--- config.mk ---
export PLATFORM = sky130hd
export DESIGN_NAME = dpd_top
export DESIGN_NICKNAME = d
export VERILOG_FILES = /design/src/dpd_pkg.sv /design/src/dpd_tick_if.sv /design/src/dpd_top.sv /design/src/dpd_prescaler.sv
export VERILOG_INCLUDE_DIRS = /design/src /design/src/src
export SDC_FILE = /design/constraint.sdc
export NUM_CORES = 1
export LEC_CHECK = 0
export BUFFER_PORTS_ARGS = -buffer_cell sky130_fd_sc_hd__buf_2
export CAP_MARGIN = 5
export CORE_MARGIN = 2
export CORE_UTILIZATION = 41
export DETAILED_ROUTE_END_ITERATION = 16
export GPL_TIMING_DRIVEN = 0
export PLACE_DENSITY = 0.69
export SKIP_LAST_GASP = 1
export SYNTH_ARGS = -nofsm -noshare
export SYNTH_HDL_FRONTEND = slang
export SYNTH_SLANG_ARGS = --single-unit
--- constraint.sdc ---
create_clock -name clk -period 3 [get_ports clk]
set_input_delay 0.6 -clock clk [delete_from_list [all_inputs] [get_ports clk]]
set_output_delay 0.6 -clock clk [all_outputs]
set_load 0.02 [all_outputs]
--- src/dpd_defs.svh ---
`ifndef DPD_DEFS_SVH
`define DPD_DEFS_SVH

`define DPD_ADDR_PRESCALE 8'hda
`define DPD_ADDR_DUTY_A 8'hdb
`define DPD_ADDR_DUTY_B 8'hdc
`define DPD_ADDR_CONTROL 8'hfe
`define DPD_BIT_MASTER_ON 7
`define DPD_BIT_OUT_A_EN 1
`define DPD_BIT_OUT_B_EN 0
`define DPD_CONTROL_MASK 8'h83
`define DPD_RST_PRESCALE 8'h00
`define DPD_RST_DUTY 8'hff
`define DPD_RST_CONTROL 8'h00
`define DPD_COUNT_LAST 8'hfe

`endif

--- src/dpd_pkg.sv ---
package dpd_pkg;
    typedef enum logic [1:0] {
        DPD_IDLE = 2'b01,
        DPD_RUN = 2'b10
    } dpd_state_t;

    typedef struct packed {
        logic [7:0] prescale_value;
        logic [7:0] duty_threshold_a;
        logic [7:0] duty_threshold_b;
        logic modulator_master_on;
        logic output_a_enable;
        logic output_b_enable;
    } dpd_regs_t;
endpackage : dpd_pkg

--- src/dpd_tick_if.sv ---
`timescale 1ns/1ns
interface dpd_tick_if;
    logic run;
    logic [7:0] prescale_value;
    logic tick;
    modport ctrl (output run, output prescale_value, input tick);
    modport gen (input run, input prescale_value, output tick);
endinterface : dpd_tick_if

--- src/dpd_top.sv ---
`timescale 1ns/1ns
`include "dpd_defs.svh"
// Behaviour
// - Count rate is clock over 2(x+1)
// - One shared modulo-255 counter
// - Output high once counter exceeds threshold
// - Threshold zero gives always high
// - Threshold all ones gives always low
// - High fraction is (254-y)/255 for y from 01H to FEH
// - Master bit 7 runs divider and counter
// - Control bit 1 enables output A
// - Control bit 0 enables output B
// - Prescaler register at DAH
// - Duty registers at DBH and DCH
module dpd_top (
    input wire logic clk,
    input wire logic rst_b,
    input wire logic [7:0] sfr_addr,
    input wire logic sfr_wr,
    input wire logic [7:0] sfr_wdata,
    input wire logic sfr_rd,
    output logic [7:0] sfr_rdata,
    output logic sfr_hit,
    output logic pwm_out_a,
    output logic pwm_out_b
);
    typedef struct packed {
        dpd_pkg::dpd_regs_t regs;
        dpd_pkg::dpd_state_t state;
        logic [7:0] count;
        logic out_a;
        logic out_b;
        logic [7:0] rdata;
    } dpd_top_state_t;

    dpd_top_state_t s_q;
    dpd_top_state_t s_d;
    dpd_tick_if tk ();
    logic tick;

    function automatic logic hit_addr(input logic [7:0] a);
        hit_addr = (a == `DPD_ADDR_PRESCALE) || (a == `DPD_ADDR_DUTY_A)
            || (a == `DPD_ADDR_DUTY_B) || (a == `DPD_ADDR_CONTROL);
    endfunction : hit_addr

    // Level of one output for a counter value and threshold
    function automatic logic pwm_level(input logic [7:0] cnt, input logic [7:0] thr);
        pwm_level = (cnt > thr);
    endfunction : pwm_level

    assign tk.run = s_q.regs.modulator_master_on;
    assign tk.prescale_value = s_q.regs.prescale_value;
    assign tick = tk.tick;

    dpd_prescaler u_pre (
        .clk(clk),
        .rst_b(rst_b),
        .tk(tk)
    );

    always_comb begin
        s_d = s_q;
        if (sfr_wr) begin
            case (sfr_addr)
                `DPD_ADDR_PRESCALE: begin
                    s_d.regs.prescale_value = sfr_wdata;
                end
                `DPD_ADDR_DUTY_A: begin
                    s_d.regs.duty_threshold_a = sfr_wdata;
                end
                `DPD_ADDR_DUTY_B: begin
                    s_d.regs.duty_threshold_b = sfr_wdata;
                end
                `DPD_ADDR_CONTROL: begin
                    s_d.regs.modulator_master_on = sfr_wdata[`DPD_BIT_MASTER_ON];
                    s_d.regs.output_a_enable = sfr_wdata[`DPD_BIT_OUT_A_EN];
                    s_d.regs.output_b_enable = sfr_wdata[`DPD_BIT_OUT_B_EN];
                end
                default: begin
                    s_d.regs = s_q.regs;
                end
            endcase
        end
        s_d.rdata = 8'h00;
        if (sfr_rd) begin
            case (sfr_addr)
                `DPD_ADDR_PRESCALE: s_d.rdata = s_q.regs.prescale_value;
                `DPD_ADDR_DUTY_A: s_d.rdata = s_q.regs.duty_threshold_a;
                `DPD_ADDR_DUTY_B: s_d.rdata = s_q.regs.duty_threshold_b;
                `DPD_ADDR_CONTROL: begin
                    s_d.rdata = 8'h00;
                    s_d.rdata[`DPD_BIT_MASTER_ON] = s_q.regs.modulator_master_on;
                    s_d.rdata[`DPD_BIT_OUT_A_EN] = s_q.regs.output_a_enable;
                    s_d.rdata[`DPD_BIT_OUT_B_EN] = s_q.regs.output_b_enable;
                end
                default: s_d.rdata = 8'h00;
            endcase
        end
        case (s_q.state)
            dpd_pkg::DPD_IDLE: begin
                s_d.count = 8'h00;
                s_d.out_a = 1'b0;
                s_d.out_b = 1'b0;
                if (s_q.regs.modulator_master_on) begin
                    s_d.state = dpd_pkg::DPD_RUN;
                end
            end
            dpd_pkg::DPD_RUN: begin
                if (!s_q.regs.modulator_master_on) begin
                    s_d.state = dpd_pkg::DPD_IDLE;
                    s_d.count = 8'h00;
                end else if (tick) begin
                    if (s_q.count == `DPD_COUNT_LAST) begin
                        s_d.count = 8'h00;
                    end else begin
                        s_d.count = s_q.count + 8'h01;
                    end
                end
                // Zero threshold: count 0 is not above, so full period needs
                // the level held across wrap; all ones never exceeded
                s_d.out_a = s_q.regs.output_a_enable
                    && (pwm_level(s_d.count, s_q.regs.duty_threshold_a)
                    || s_q.regs.duty_threshold_a == 8'h00);
                s_d.out_b = s_q.regs.output_b_enable
                    && (pwm_level(s_d.count, s_q.regs.duty_threshold_b)
                    || s_q.regs.duty_threshold_b == 8'h00);
                if (!s_q.regs.modulator_master_on) begin
                    s_d.out_a = 1'b0;
                    s_d.out_b = 1'b0;
                end
            end
            default: begin
                s_d.state = dpd_pkg::DPD_IDLE;
                s_d.count = 8'h00;
                s_d.out_a = 1'b0;
                s_d.out_b = 1'b0;
            end
        endcase
    end

    always_ff @(posedge clk or negedge rst_b) begin
        if (!rst_b) begin
            s_q.regs.prescale_value <= `DPD_RST_PRESCALE;
            s_q.regs.duty_threshold_a <= `DPD_RST_DUTY;
            s_q.regs.duty_threshold_b <= `DPD_RST_DUTY;
            s_q.regs.modulator_master_on <= 1'b0;
            s_q.regs.output_a_enable <= 1'b0;
            s_q.regs.output_b_enable <= 1'b0;
            s_q.state <= dpd_pkg::DPD_IDLE;
            s_q.count <= 8'h00;
            s_q.out_a <= 1'b0;
            s_q.out_b <= 1'b0;
            s_q.rdata <= 8'h00;
        end else begin
            s_q <= s_d;
        end
    end

    assign sfr_rdata = s_q.rdata;
    assign sfr_hit = hit_addr(sfr_addr);
    assign pwm_out_a = s_q.out_a;
    assign pwm_out_b = s_q.out_b;

    a_count_range: assert property (@(posedge clk) disable iff (!rst_b)
        s_q.count <= `DPD_COUNT_LAST) else $error("counter beyond 254");
    a_count_wrap: assert property (@(posedge clk) disable iff (!rst_b)
        (tick && s_q.state == dpd_pkg::DPD_RUN && s_q.regs.modulator_master_on
        && s_q.count == `DPD_COUNT_LAST) |=> s_q.count == 8'h00)
        else $error("counter did not wrap");
    a_idle_low: assert property (@(posedge clk) disable iff (!rst_b)
        !s_q.regs.modulator_master_on |=> ##1 (!pwm_out_a && !pwm_out_b))
        else $error("outputs not low when off");
    a_enable_a: assert property (@(posedge clk) disable iff (!rst_b)
        !s_q.regs.output_a_enable |=> !pwm_out_a) else $error("A drives while off");
    a_enable_b: assert property (@(posedge clk) disable iff (!rst_b)
        !s_q.regs.output_b_enable |=> !pwm_out_b) else $error("B drives while off");
    a_full_low: assert property (@(posedge clk) disable iff (!rst_b)
        (s_q.regs.duty_threshold_a == 8'hff) |=> !pwm_out_a)
        else $error("A high at FF");
    a_full_high: assert property (@(posedge clk) disable iff (!rst_b)
        (s_q.state == dpd_pkg::DPD_RUN && s_q.regs.modulator_master_on
        && s_q.regs.output_a_enable && s_q.regs.duty_threshold_a == 8'h00
        && $stable(s_q.regs)) |=> pwm_out_a) else $error("A low at 00");
    a_above_thr: assert property (@(posedge clk) disable iff (!rst_b)
        (pwm_out_b && s_q.regs.duty_threshold_b != 8'h00 && $stable(s_q.regs))
        |-> s_q.count > s_q.regs.duty_threshold_b) else $error("B high too early");
    a_ctrl_read: assert property (@(posedge clk) disable iff (!rst_b)
        (sfr_rd && sfr_addr == `DPD_ADDR_CONTROL) |=> (sfr_rdata & ~`DPD_CONTROL_MASK) == 8'h00)
        else $error("unused control bits read set");
    a_tick_gap: assert property (@(posedge clk) disable iff (!rst_b)
        (tick && s_q.regs.prescale_value == 8'h00 && $stable(s_q.regs)) |=> !tick)
        else $error("ticks closer than two cycles");

    // Register file: writes land next cycle, reads answer one cycle later
    a_wr_prescale: assert property (@(posedge clk) disable iff (!rst_b)
        (sfr_wr && sfr_addr == `DPD_ADDR_PRESCALE)
        |=> s_q.regs.prescale_value == $past(sfr_wdata)) else $error("prescale write lost");
    a_wr_duty_a: assert property (@(posedge clk) disable iff (!rst_b)
        (sfr_wr && sfr_addr == `DPD_ADDR_DUTY_A)
        |=> s_q.regs.duty_threshold_a == $past(sfr_wdata)) else $error("duty A write lost");
    a_wr_duty_b: assert property (@(posedge clk) disable iff (!rst_b)
        (sfr_wr && sfr_addr == `DPD_ADDR_DUTY_B)
        |=> s_q.regs.duty_threshold_b == $past(sfr_wdata)) else $error("duty B write lost");
    a_wr_master: assert property (@(posedge clk) disable iff (!rst_b)
        (sfr_wr && sfr_addr == `DPD_ADDR_CONTROL) |=> s_q.regs.modulator_master_on
        == $past(sfr_wdata[`DPD_BIT_MASTER_ON])) else $error("master bit write lost");
    a_wr_en_a: assert property (@(posedge clk) disable iff (!rst_b)
        (sfr_wr && sfr_addr == `DPD_ADDR_CONTROL) |=> s_q.regs.output_a_enable
        == $past(sfr_wdata[`DPD_BIT_OUT_A_EN])) else $error("enable A write lost");
    a_wr_en_b: assert property (@(posedge clk) disable iff (!rst_b)
        (sfr_wr && sfr_addr == `DPD_ADDR_CONTROL) |=> s_q.regs.output_b_enable
        == $past(sfr_wdata[`DPD_BIT_OUT_B_EN])) else $error("enable B write lost");
    a_rd_prescale: assert property (@(posedge clk) disable iff (!rst_b)
        (sfr_rd && sfr_addr == `DPD_ADDR_PRESCALE)
        |=> sfr_rdata == $past(s_q.regs.prescale_value)) else $error("prescale read wrong");
    a_rd_duty_a: assert property (@(posedge clk) disable iff (!rst_b)
        (sfr_rd && sfr_addr == `DPD_ADDR_DUTY_A)
        |=> sfr_rdata == $past(s_q.regs.duty_threshold_a)) else $error("duty A read wrong");
    a_rd_duty_b: assert property (@(posedge clk) disable iff (!rst_b)
        (sfr_rd && sfr_addr == `DPD_ADDR_DUTY_B)
        |=> sfr_rdata == $past(s_q.regs.duty_threshold_b)) else $error("duty B read wrong");
    a_rd_idle: assert property (@(posedge clk) disable iff (!rst_b)
        !sfr_rd |=> sfr_rdata == 8'h00) else $error("read data not cleared");

    // Counter advances only on a tick and rests at zero when stopped
    a_count_hold: assert property (@(posedge clk) disable iff (!rst_b)
        (s_q.state == dpd_pkg::DPD_RUN && s_q.regs.modulator_master_on && !tick)
        |=> $stable(s_q.count)) else $error("counter moved without tick");
    a_count_step: assert property (@(posedge clk) disable iff (!rst_b)
        (s_q.state == dpd_pkg::DPD_RUN && s_q.regs.modulator_master_on && tick
        && s_q.count != `DPD_COUNT_LAST) |=> s_q.count == $past(s_q.count) + 8'h01)
        else $error("counter did not step");
    a_idle_count: assert property (@(posedge clk) disable iff (!rst_b)
        s_q.state == dpd_pkg::DPD_IDLE |-> s_q.count == 8'h00)
        else $error("counter not zero while stopped");

    // Output levels against thresholds
    a_full_low_b: assert property (@(posedge clk) disable iff (!rst_b)
        (s_q.regs.duty_threshold_b == 8'hff) |=> !pwm_out_b) else $error("B high at FF");
    a_full_high_b: assert property (@(posedge clk) disable iff (!rst_b)
        (s_q.state == dpd_pkg::DPD_RUN && s_q.regs.modulator_master_on
        && s_q.regs.output_b_enable && s_q.regs.duty_threshold_b == 8'h00
        && $stable(s_q.regs)) |=> pwm_out_b) else $error("B low at 00");
    a_above_thr_a: assert property (@(posedge clk) disable iff (!rst_b)
        (pwm_out_a && s_q.regs.duty_threshold_a != 8'h00 && $stable(s_q.regs))
        |-> s_q.count > s_q.regs.duty_threshold_a) else $error("A high too early");
    a_below_thr_a: assert property (@(posedge clk) disable iff (!rst_b)
        (!pwm_out_a && s_q.regs.output_a_enable && s_q.regs.modulator_master_on
        && s_q.regs.duty_threshold_a != 8'h00 && $stable(s_q.regs))
        |-> s_q.count <= s_q.regs.duty_threshold_a) else $error("A low too late");
    a_below_thr_b: assert property (@(posedge clk) disable iff (!rst_b)
        (!pwm_out_b && s_q.regs.output_b_enable && s_q.regs.modulator_master_on
        && s_q.regs.duty_threshold_b != 8'h00 && $stable(s_q.regs))
        |-> s_q.count <= s_q.regs.duty_threshold_b) else $error("B low too late");
endmodule : dpd_top

--- src/dpd_prescaler.sv ---
`timescale 1ns/1ns
`include "dpd_defs.svh"
module dpd_prescaler (
    input wire logic clk,
    input wire logic rst_b,
    dpd_tick_if.gen tk
);
    typedef struct packed {
        logic [7:0] div;
        logic half;
    } dpd_pre_state_t;

    dpd_pre_state_t s_q;
    dpd_pre_state_t s_d;

    // Two stages: divide by x+1, then by two, giving 2(x+1)
    always_comb begin
        s_d = s_q;
        if (!tk.run) begin
            s_d.div = 8'h00;
            s_d.half = 1'b0;
        end else if (s_q.div == tk.prescale_value) begin
            s_d.div = 8'h00;
            s_d.half = ~s_q.half;
        end else begin
            s_d.div = s_q.div + 8'h01;
        end
    end

    always_ff @(posedge clk or negedge rst_b) begin
        if (!rst_b) begin
            s_q <= '0;
        end else begin
            s_q <= s_d;
        end
    end

    assign tk.tick = tk.run && s_q.half && (s_q.div == tk.prescale_value);
endmodule : dpd_prescaler

==> impl_metrics.xml <==
<?xml version="1.0" encoding="UTF-8"?>
<metrics>
  <group name="die">
    <metric name="rows" unit="">32</metric>
    <metric name="starting_density_of_the_core" unit="">0.425</metric>
    <metric name="core" unit="sq um">7730</metric>
    <metric name="top_level_ports" unit="">31</metric>
    <metric name="die_w" unit="um">93.5</metric>
    <metric name="die_height" unit="um">93.5</metric>
    <metric name="die_area" unit="sq um">8730</metric>
  </group>
  <group name="synth">
    <metric name="ys_seq_area_frac" unit="">0.434</metric>
    <metric name="postSynth.asyncResetShare" unit="">1.00</metric>
    <metric name="ys_types" unit="">53</metric>
    <metric name="ys_seq_elements" unit="">56</metric>
    <metric name="post_synth_design_cell_area" unit="sq um">3280</metric>
    <metric name="ys_warn_count" unit="">0</metric>
    <metric name="synth_enable_flop_cells" unit="">0</metric>
    <metric name="yosysTopAreaCellShare" unit="">0.297</metric>
    <metric name="ys_flop_type" unit="">sky130_fd_sc_hd__dfrtp_1</metric>
    <metric name="netlist_instances" unit="">340</metric>
    <metric name="synthDominantAreaCellType" unit="">sky130_fd_sc_hd__dfrtp_1</metric>
    <metric name="synth.top_cells.by_area" unit="">sky130_fd_sc_hd__dfrtp_1 (30%), sky130_fd_sc_hd__dfstp_2 (14%), sky130_fd_sc_hd__ha_1 (8.4%), sky130_fd_sc_hd__mux2_2 (4.1%), sky130_fd_sc_hd__nand2_1 (4.0%)</metric>
    <metric name="synth_fp_nets" unit="">382</metric>
    <metric name="synth_area_per_cell" unit="sq um">9.65</metric>
  </group>
  <group name="cts">
    <metric name="tritoncts.num_buffers" unit="">5</metric>
    <metric name="root_buffer" unit="">sky130_fd_sc_hd__clkbuf_8</metric>
    <metric name="cts.path.max_buffers" unit="">2</metric>
    <metric name="tritoncts" unit="">built</metric>
    <metric name="clk_latency" unit="ns">0.31</metric>
    <metric name="htreeDepth" unit="">2</metric>
    <metric name="clkSlewWorstSetupHoldPaths" unit="ns">0.10</metric>
    <metric name="tritoncts_num_sinks" unit="">56</metric>
  </group>
  <group name="pwr">
    <metric name="switching_share" unit="">0.345</metric>
    <metric name="share_clk_of_total_power" unit="">0.226</metric>
    <metric name="power_per_cell_area" unit="nW/um^2">489</metric>
    <metric name="power_switching" unit="W">0.000646</metric>
    <metric name="cellInternalPower" unit="W">0.00123</metric>
    <metric name="power.share.sequential" unit="">0.493</metric>
    <metric name="finalPower" unit="W">0.00187</metric>
    <metric name="leakage" unit="nW">1.75</metric>
    <metric name="peakVddDrop" unit="V">0.000211</metric>
    <metric name="share_comb_of_total_power" unit="">0.281</metric>
  </group>
  <group name="routing">
    <metric name="first_iter_violations" unit="">143</metric>
    <metric name="vias" unit="">2645</metric>
    <metric name="drt_pass1_iterations" unit="">4</metric>
    <metric name="postRouteWirelength" unit="um">7640</metric>
    <metric name="drt-wirelength-per-cell" unit="um">15.7</metric>
    <metric name="route.detailed.vias_per_inst" unit="">5.44</metric>
    <metric name="route.antenna.remaining_nets" unit="">0</metric>
    <metric name="post-route-drc-count" unit="">0</metric>
  </group>
  <group name="timing">
    <metric name="finalMaxSlewViolations" unit="">0</metric>
    <metric name="final_min_period_over_clock_period" unit="">1.01</metric>
    <metric name="fin_skew" unit="ns">0.00867</metric>
    <metric name="rsz0062_at_grt" unit="">true</metric>
    <metric name="fmax" unit="MHz">329</metric>
    <metric name="max_transition_margin" unit="">0.522</metric>
    <metric name="tightestPinTransition" unit="ns">0.716</metric>
    <metric name="setup_slack" unit="ns">-0.0367</metric>
    <metric name="post-route-min-period" unit="ns">3.04</metric>
    <metric name="timing.final.hold_violations" unit="">0</metric>
    <metric name="setup-violations-final" unit="">1</metric>
  </group>
  <group name="setup_path">
    <metric name="worst_ep_arrival_time" unit="ns">3.23</metric>
    <metric name="regToRegStartpoint" unit="">u_pre.s_q[3]</metric>
    <metric name="worst_case_register_to_register_setup_slack" unit="ns">-0.04</metric>
    <metric name="required_time_of_the_worst_setup_path" unit="ns">3.19</metric>
    <metric name="worstSetupPathType" unit="">reg -&gt; reg</metric>
    <metric name="critPathMaxFanout" unit="">6</metric>
    <metric name="ff2ff_path_depth" unit="">10</metric>
    <metric name="critical_path_sink_type" unit="">flop</metric>
    <metric name="r2r-end" unit="">pwm_out_a</metric>
    <metric name="setup.worst_path.start_class" unit="">flop</metric>
  </group>
  <group name="place">
    <metric name="io_buffer_count" unit="">30</metric>
    <metric name="placed_cell_area" unit="sq um">3560</metric>
    <metric name="detailed_place_hpwl" unit="um">5650</metric>
    <metric name="place.gp.congestion" unit="">0.898</metric>
    <metric name="dp_slack" unit="ns">-0.211</metric>
  </group>
  <group name="outcome">
    <metric name="status" unit="">complete, but fails checks</metric>
    <metric name="failed_checks" unit="">negative setup slack</metric>
  </group>
  <group name="grt">
    <metric name="grt_pass1_wl" unit="um">12800</metric>
    <metric name="grt_start_max_net_pins" unit="">57</metric>
    <metric name="vias_in_the_first_global_route" unit="">2601</metric>
    <metric name="grt_overflow" unit="">0</metric>
    <metric name="grt.total_usage" unit="">0.186</metric>
    <metric name="antenna_found_initial" unit="">0</metric>
  </group>
  <group name="cells_and_area">
    <metric name="final_nets" unit="">425</metric>
    <metric name="drive_gt1_frac" unit="">0.299</metric>
    <metric name="finish.instance_area" unit="sq um">3830</metric>
    <metric name="antenna_cells_inserted" unit="">0</metric>
    <metric name="num-fill-cells" unit="">728</metric>
    <metric name="area_delta_synth_final" unit="%">16.7</metric>
  </group>
  <group name="job">
    <metric name="max_cap_violations" unit="">0</metric>
  </group>
  <group name="worst_hold_path">
    <metric name="worstHoldPathType" unit="">in -&gt; async</metric>
  </group>
</metrics>
-- timing repair --
| item | CTS | global route |
|---|---|---|
| hold buffers | 0 | 0 |
| pin swaps | 7 | 9 |
| gates resized for setup | 16 | 10 |
| endpoints found under the setup margin | 2 | 2 |
| setup buffers | 5 | 3 |
-- synthesized netlist by cell type, types with 2 or more instances --
cell type / number
sky130_fd_sc_hd__a22oi_1: 8
sky130_fd_sc_hd__ha_1: 22
sky130_fd_sc_hd__o21a_1: 3
sky130_fd_sc_hd__buf_4: 8
sky130_fd_sc_hd__nor2_1: 26
sky130_fd_sc_hd__inv_1: 18
sky130_fd_sc_hd__a31oi_1: 3
sky130_fd_sc_hd__xnor2_2: 2
sky130_fd_sc_hd__a22o_1: 8
sky130_fd_sc_hd__and2_1: 7
sky130_fd_sc_hd__nand4_1: 8
sky130_fd_sc_hd__nand2_1: 35
sky130_fd_sc_hd__nand2b_1: 2
sky130_fd_sc_hd__nor2b_1: 2
sky130_fd_sc_hd__o211ai_1: 4
sky130_fd_sc_hd__a2111oi_0: 2
sky130_fd_sc_hd__xnor2_1: 10
sky130_fd_sc_hd__a21oi_1: 18
sky130_fd_sc_hd__nand3_1: 6
sky130_fd_sc_hd__or3_1: 4
sky130_fd_sc_hd__xor2_1: 2
sky130_fd_sc_hd__and3_2: 2
sky130_fd_sc_hd__dfrtp_1: 39
sky130_fd_sc_hd__o21ai_0: 22
sky130_fd_sc_hd__nor4_1: 8
sky130_fd_sc_hd__o41ai_1: 2
sky130_fd_sc_hd__mux2_2: 12
sky130_fd_sc_hd__o31ai_1: 2
sky130_fd_sc_hd__a211oi_1: 2
sky130_fd_sc_hd__or4_4: 2
sky130_fd_sc_hd__dfstp_2: 17
sky130_fd_sc_hd__clkbuf_1: 9
sky130_fd_sc_hd__and3_1: 5
-- cell usage in the layout, fill, tap and decap left out, drive strengths merged, types with 2 or more instances in the layout --
master / Yosys / final
a31oi: 3 / 3
nand2b: 2 / 2
o31ai: 2 / 2
dfstp: 17 / 17
o21a: 3 / 3
nor2: 26 / 26
xor2: 2 / 2
o41ai: 2 / 2
dfrtp: 39 / 39
and2: 7 / 7
a22o: 8 / 8
or3: 4 / 4
nand3: 6 / 6
nor2b: 2 / 2
a21oi: 19 / 19
inv: 19 / 19
xnor2: 12 / 12
nor3b: 2 / 2
nand4: 9 / 9
or4: 2 / 2
mux2: 12 / 12
buf: 9 / 47
or2: 2 / 2
nor4: 8 / 8
o211ai: 4 / 4
ha: 22 / 22
clkbuf: 9 / 13
and3: 7 / 7
a22oi: 8 / 8
a2111oi: 2 / 2
o21ai: 23 / 23
nand2: 36 / 36
a211oi: 2 / 2
-- worst max path at each step --
stage,startpoint,to,slack [ns],cells after the start
CTS,u_pre.s_q[7],pwm_out_a,0.01,10
global route,u_pre.s_q[3],pwm_out_a,-0.14,10
floorplan,u_pre.s_q[3],pwm_out_a,0.17,10
detailed placement,u_pre.s_q[4],pwm_out_a,-0.21,11
global placement,u_pre.s_q[4],pwm_out_a,-0.23,11
finish,u_pre.s_q[3],pwm_out_a,-0.04,10
-- layer usage --
metal / track usage / vias up / routed length, um
li1: - / 1297 / -
met1: 0.256 / 1287 / 3710
met2: 0.295 / 51 / 3580
met3: 0.0290 / 10 / 221
met4: 0.0699 / 0 / 127
met5: 0 / - / 0
-- power groups by stage --
stage          combinational (W)  clock [W]  sequential (W)
6_report                0.000526   0.000424        0.000924
5_1_grt                 0.000604   0.000465        0.000934
4_1_cts                 0.000506   0.000433        0.000921
3_5_place_dp            0.000464          0        0.000928
3_3_place_gp            0.000450          0        0.000923
2_1_floorplan           0.000343          0        0.000903
-- area by class of cell --
type / instances / area [sq um] / share of cell area
plain buffers: 16 / 91.3 / 0.0238
clock buffers: 6 / 72.6 / 0.0189
clock inverters: 2 / 16.3 / 0.00425
inverters: 19 / 71.3 / 0.0186
multi-input cells: 247 / 1810 / 0.473
flip-flops and latches: 56 / 1430 / 0.372
well taps: 102 / 128 / 0.0333
repair buffers: 38 / 213 / 0.0555
-- sequential cells by signal, indices dropped and copies added, names as in the netlist --
name               flops
tk.prescale_value      8
tk.run                 1
pwm_out_b              1
pwm_out_a              1
sfr_rdata              8
u_pre.s_q              9
s_q                   28
-- cell families after synthesis --
kind of cell,Yosys count,synth area share
adder cells (fa/ha/maj),22,0.0839
AND/OR/NAND/NOR,118,0.188
multiplexers,13,0.0442
buffers and inverters,37,0.0519
XOR/XNOR,14,0.0420
flip-flops,56,0.434
AO/OA/AOI/OAI,80,0.156
-- per-stage QoR --
stage	util	cells	TNS, ns	hold WS, ns
floorplan	-	340	0	0.304
global placement	0.460	472	-0.449	0.491
detailed placement	0.460	472	-0.403	0.503
CTS	0.485	483	0	0.518
global route	0.496	486	-0.276	0.371
finish	0.496	486	-0.0367	0.325
-- worst max-delay path: stages, from the launching register on --
cell	delay, ns
sky130_fd_sc_hd__dfrtp_2	0.45
sky130_fd_sc_hd__xnor2_2	0.20
sky130_fd_sc_hd__nand4_4	0.18
sky130_fd_sc_hd__or4_4	0.56
sky130_fd_sc_hd__or4_4	0.56
sky130_fd_sc_hd__nand2_4	0.10
sky130_fd_sc_hd__ha_4	0.20
sky130_fd_sc_hd__nand4_1	0.09
sky130_fd_sc_hd__a21oi_1	0.06
sky130_fd_sc_hd__a2111oi_1	0.38
sky130_fd_sc_hd__o21ai_1	0.12
Power figures use the tool's default switching activity.
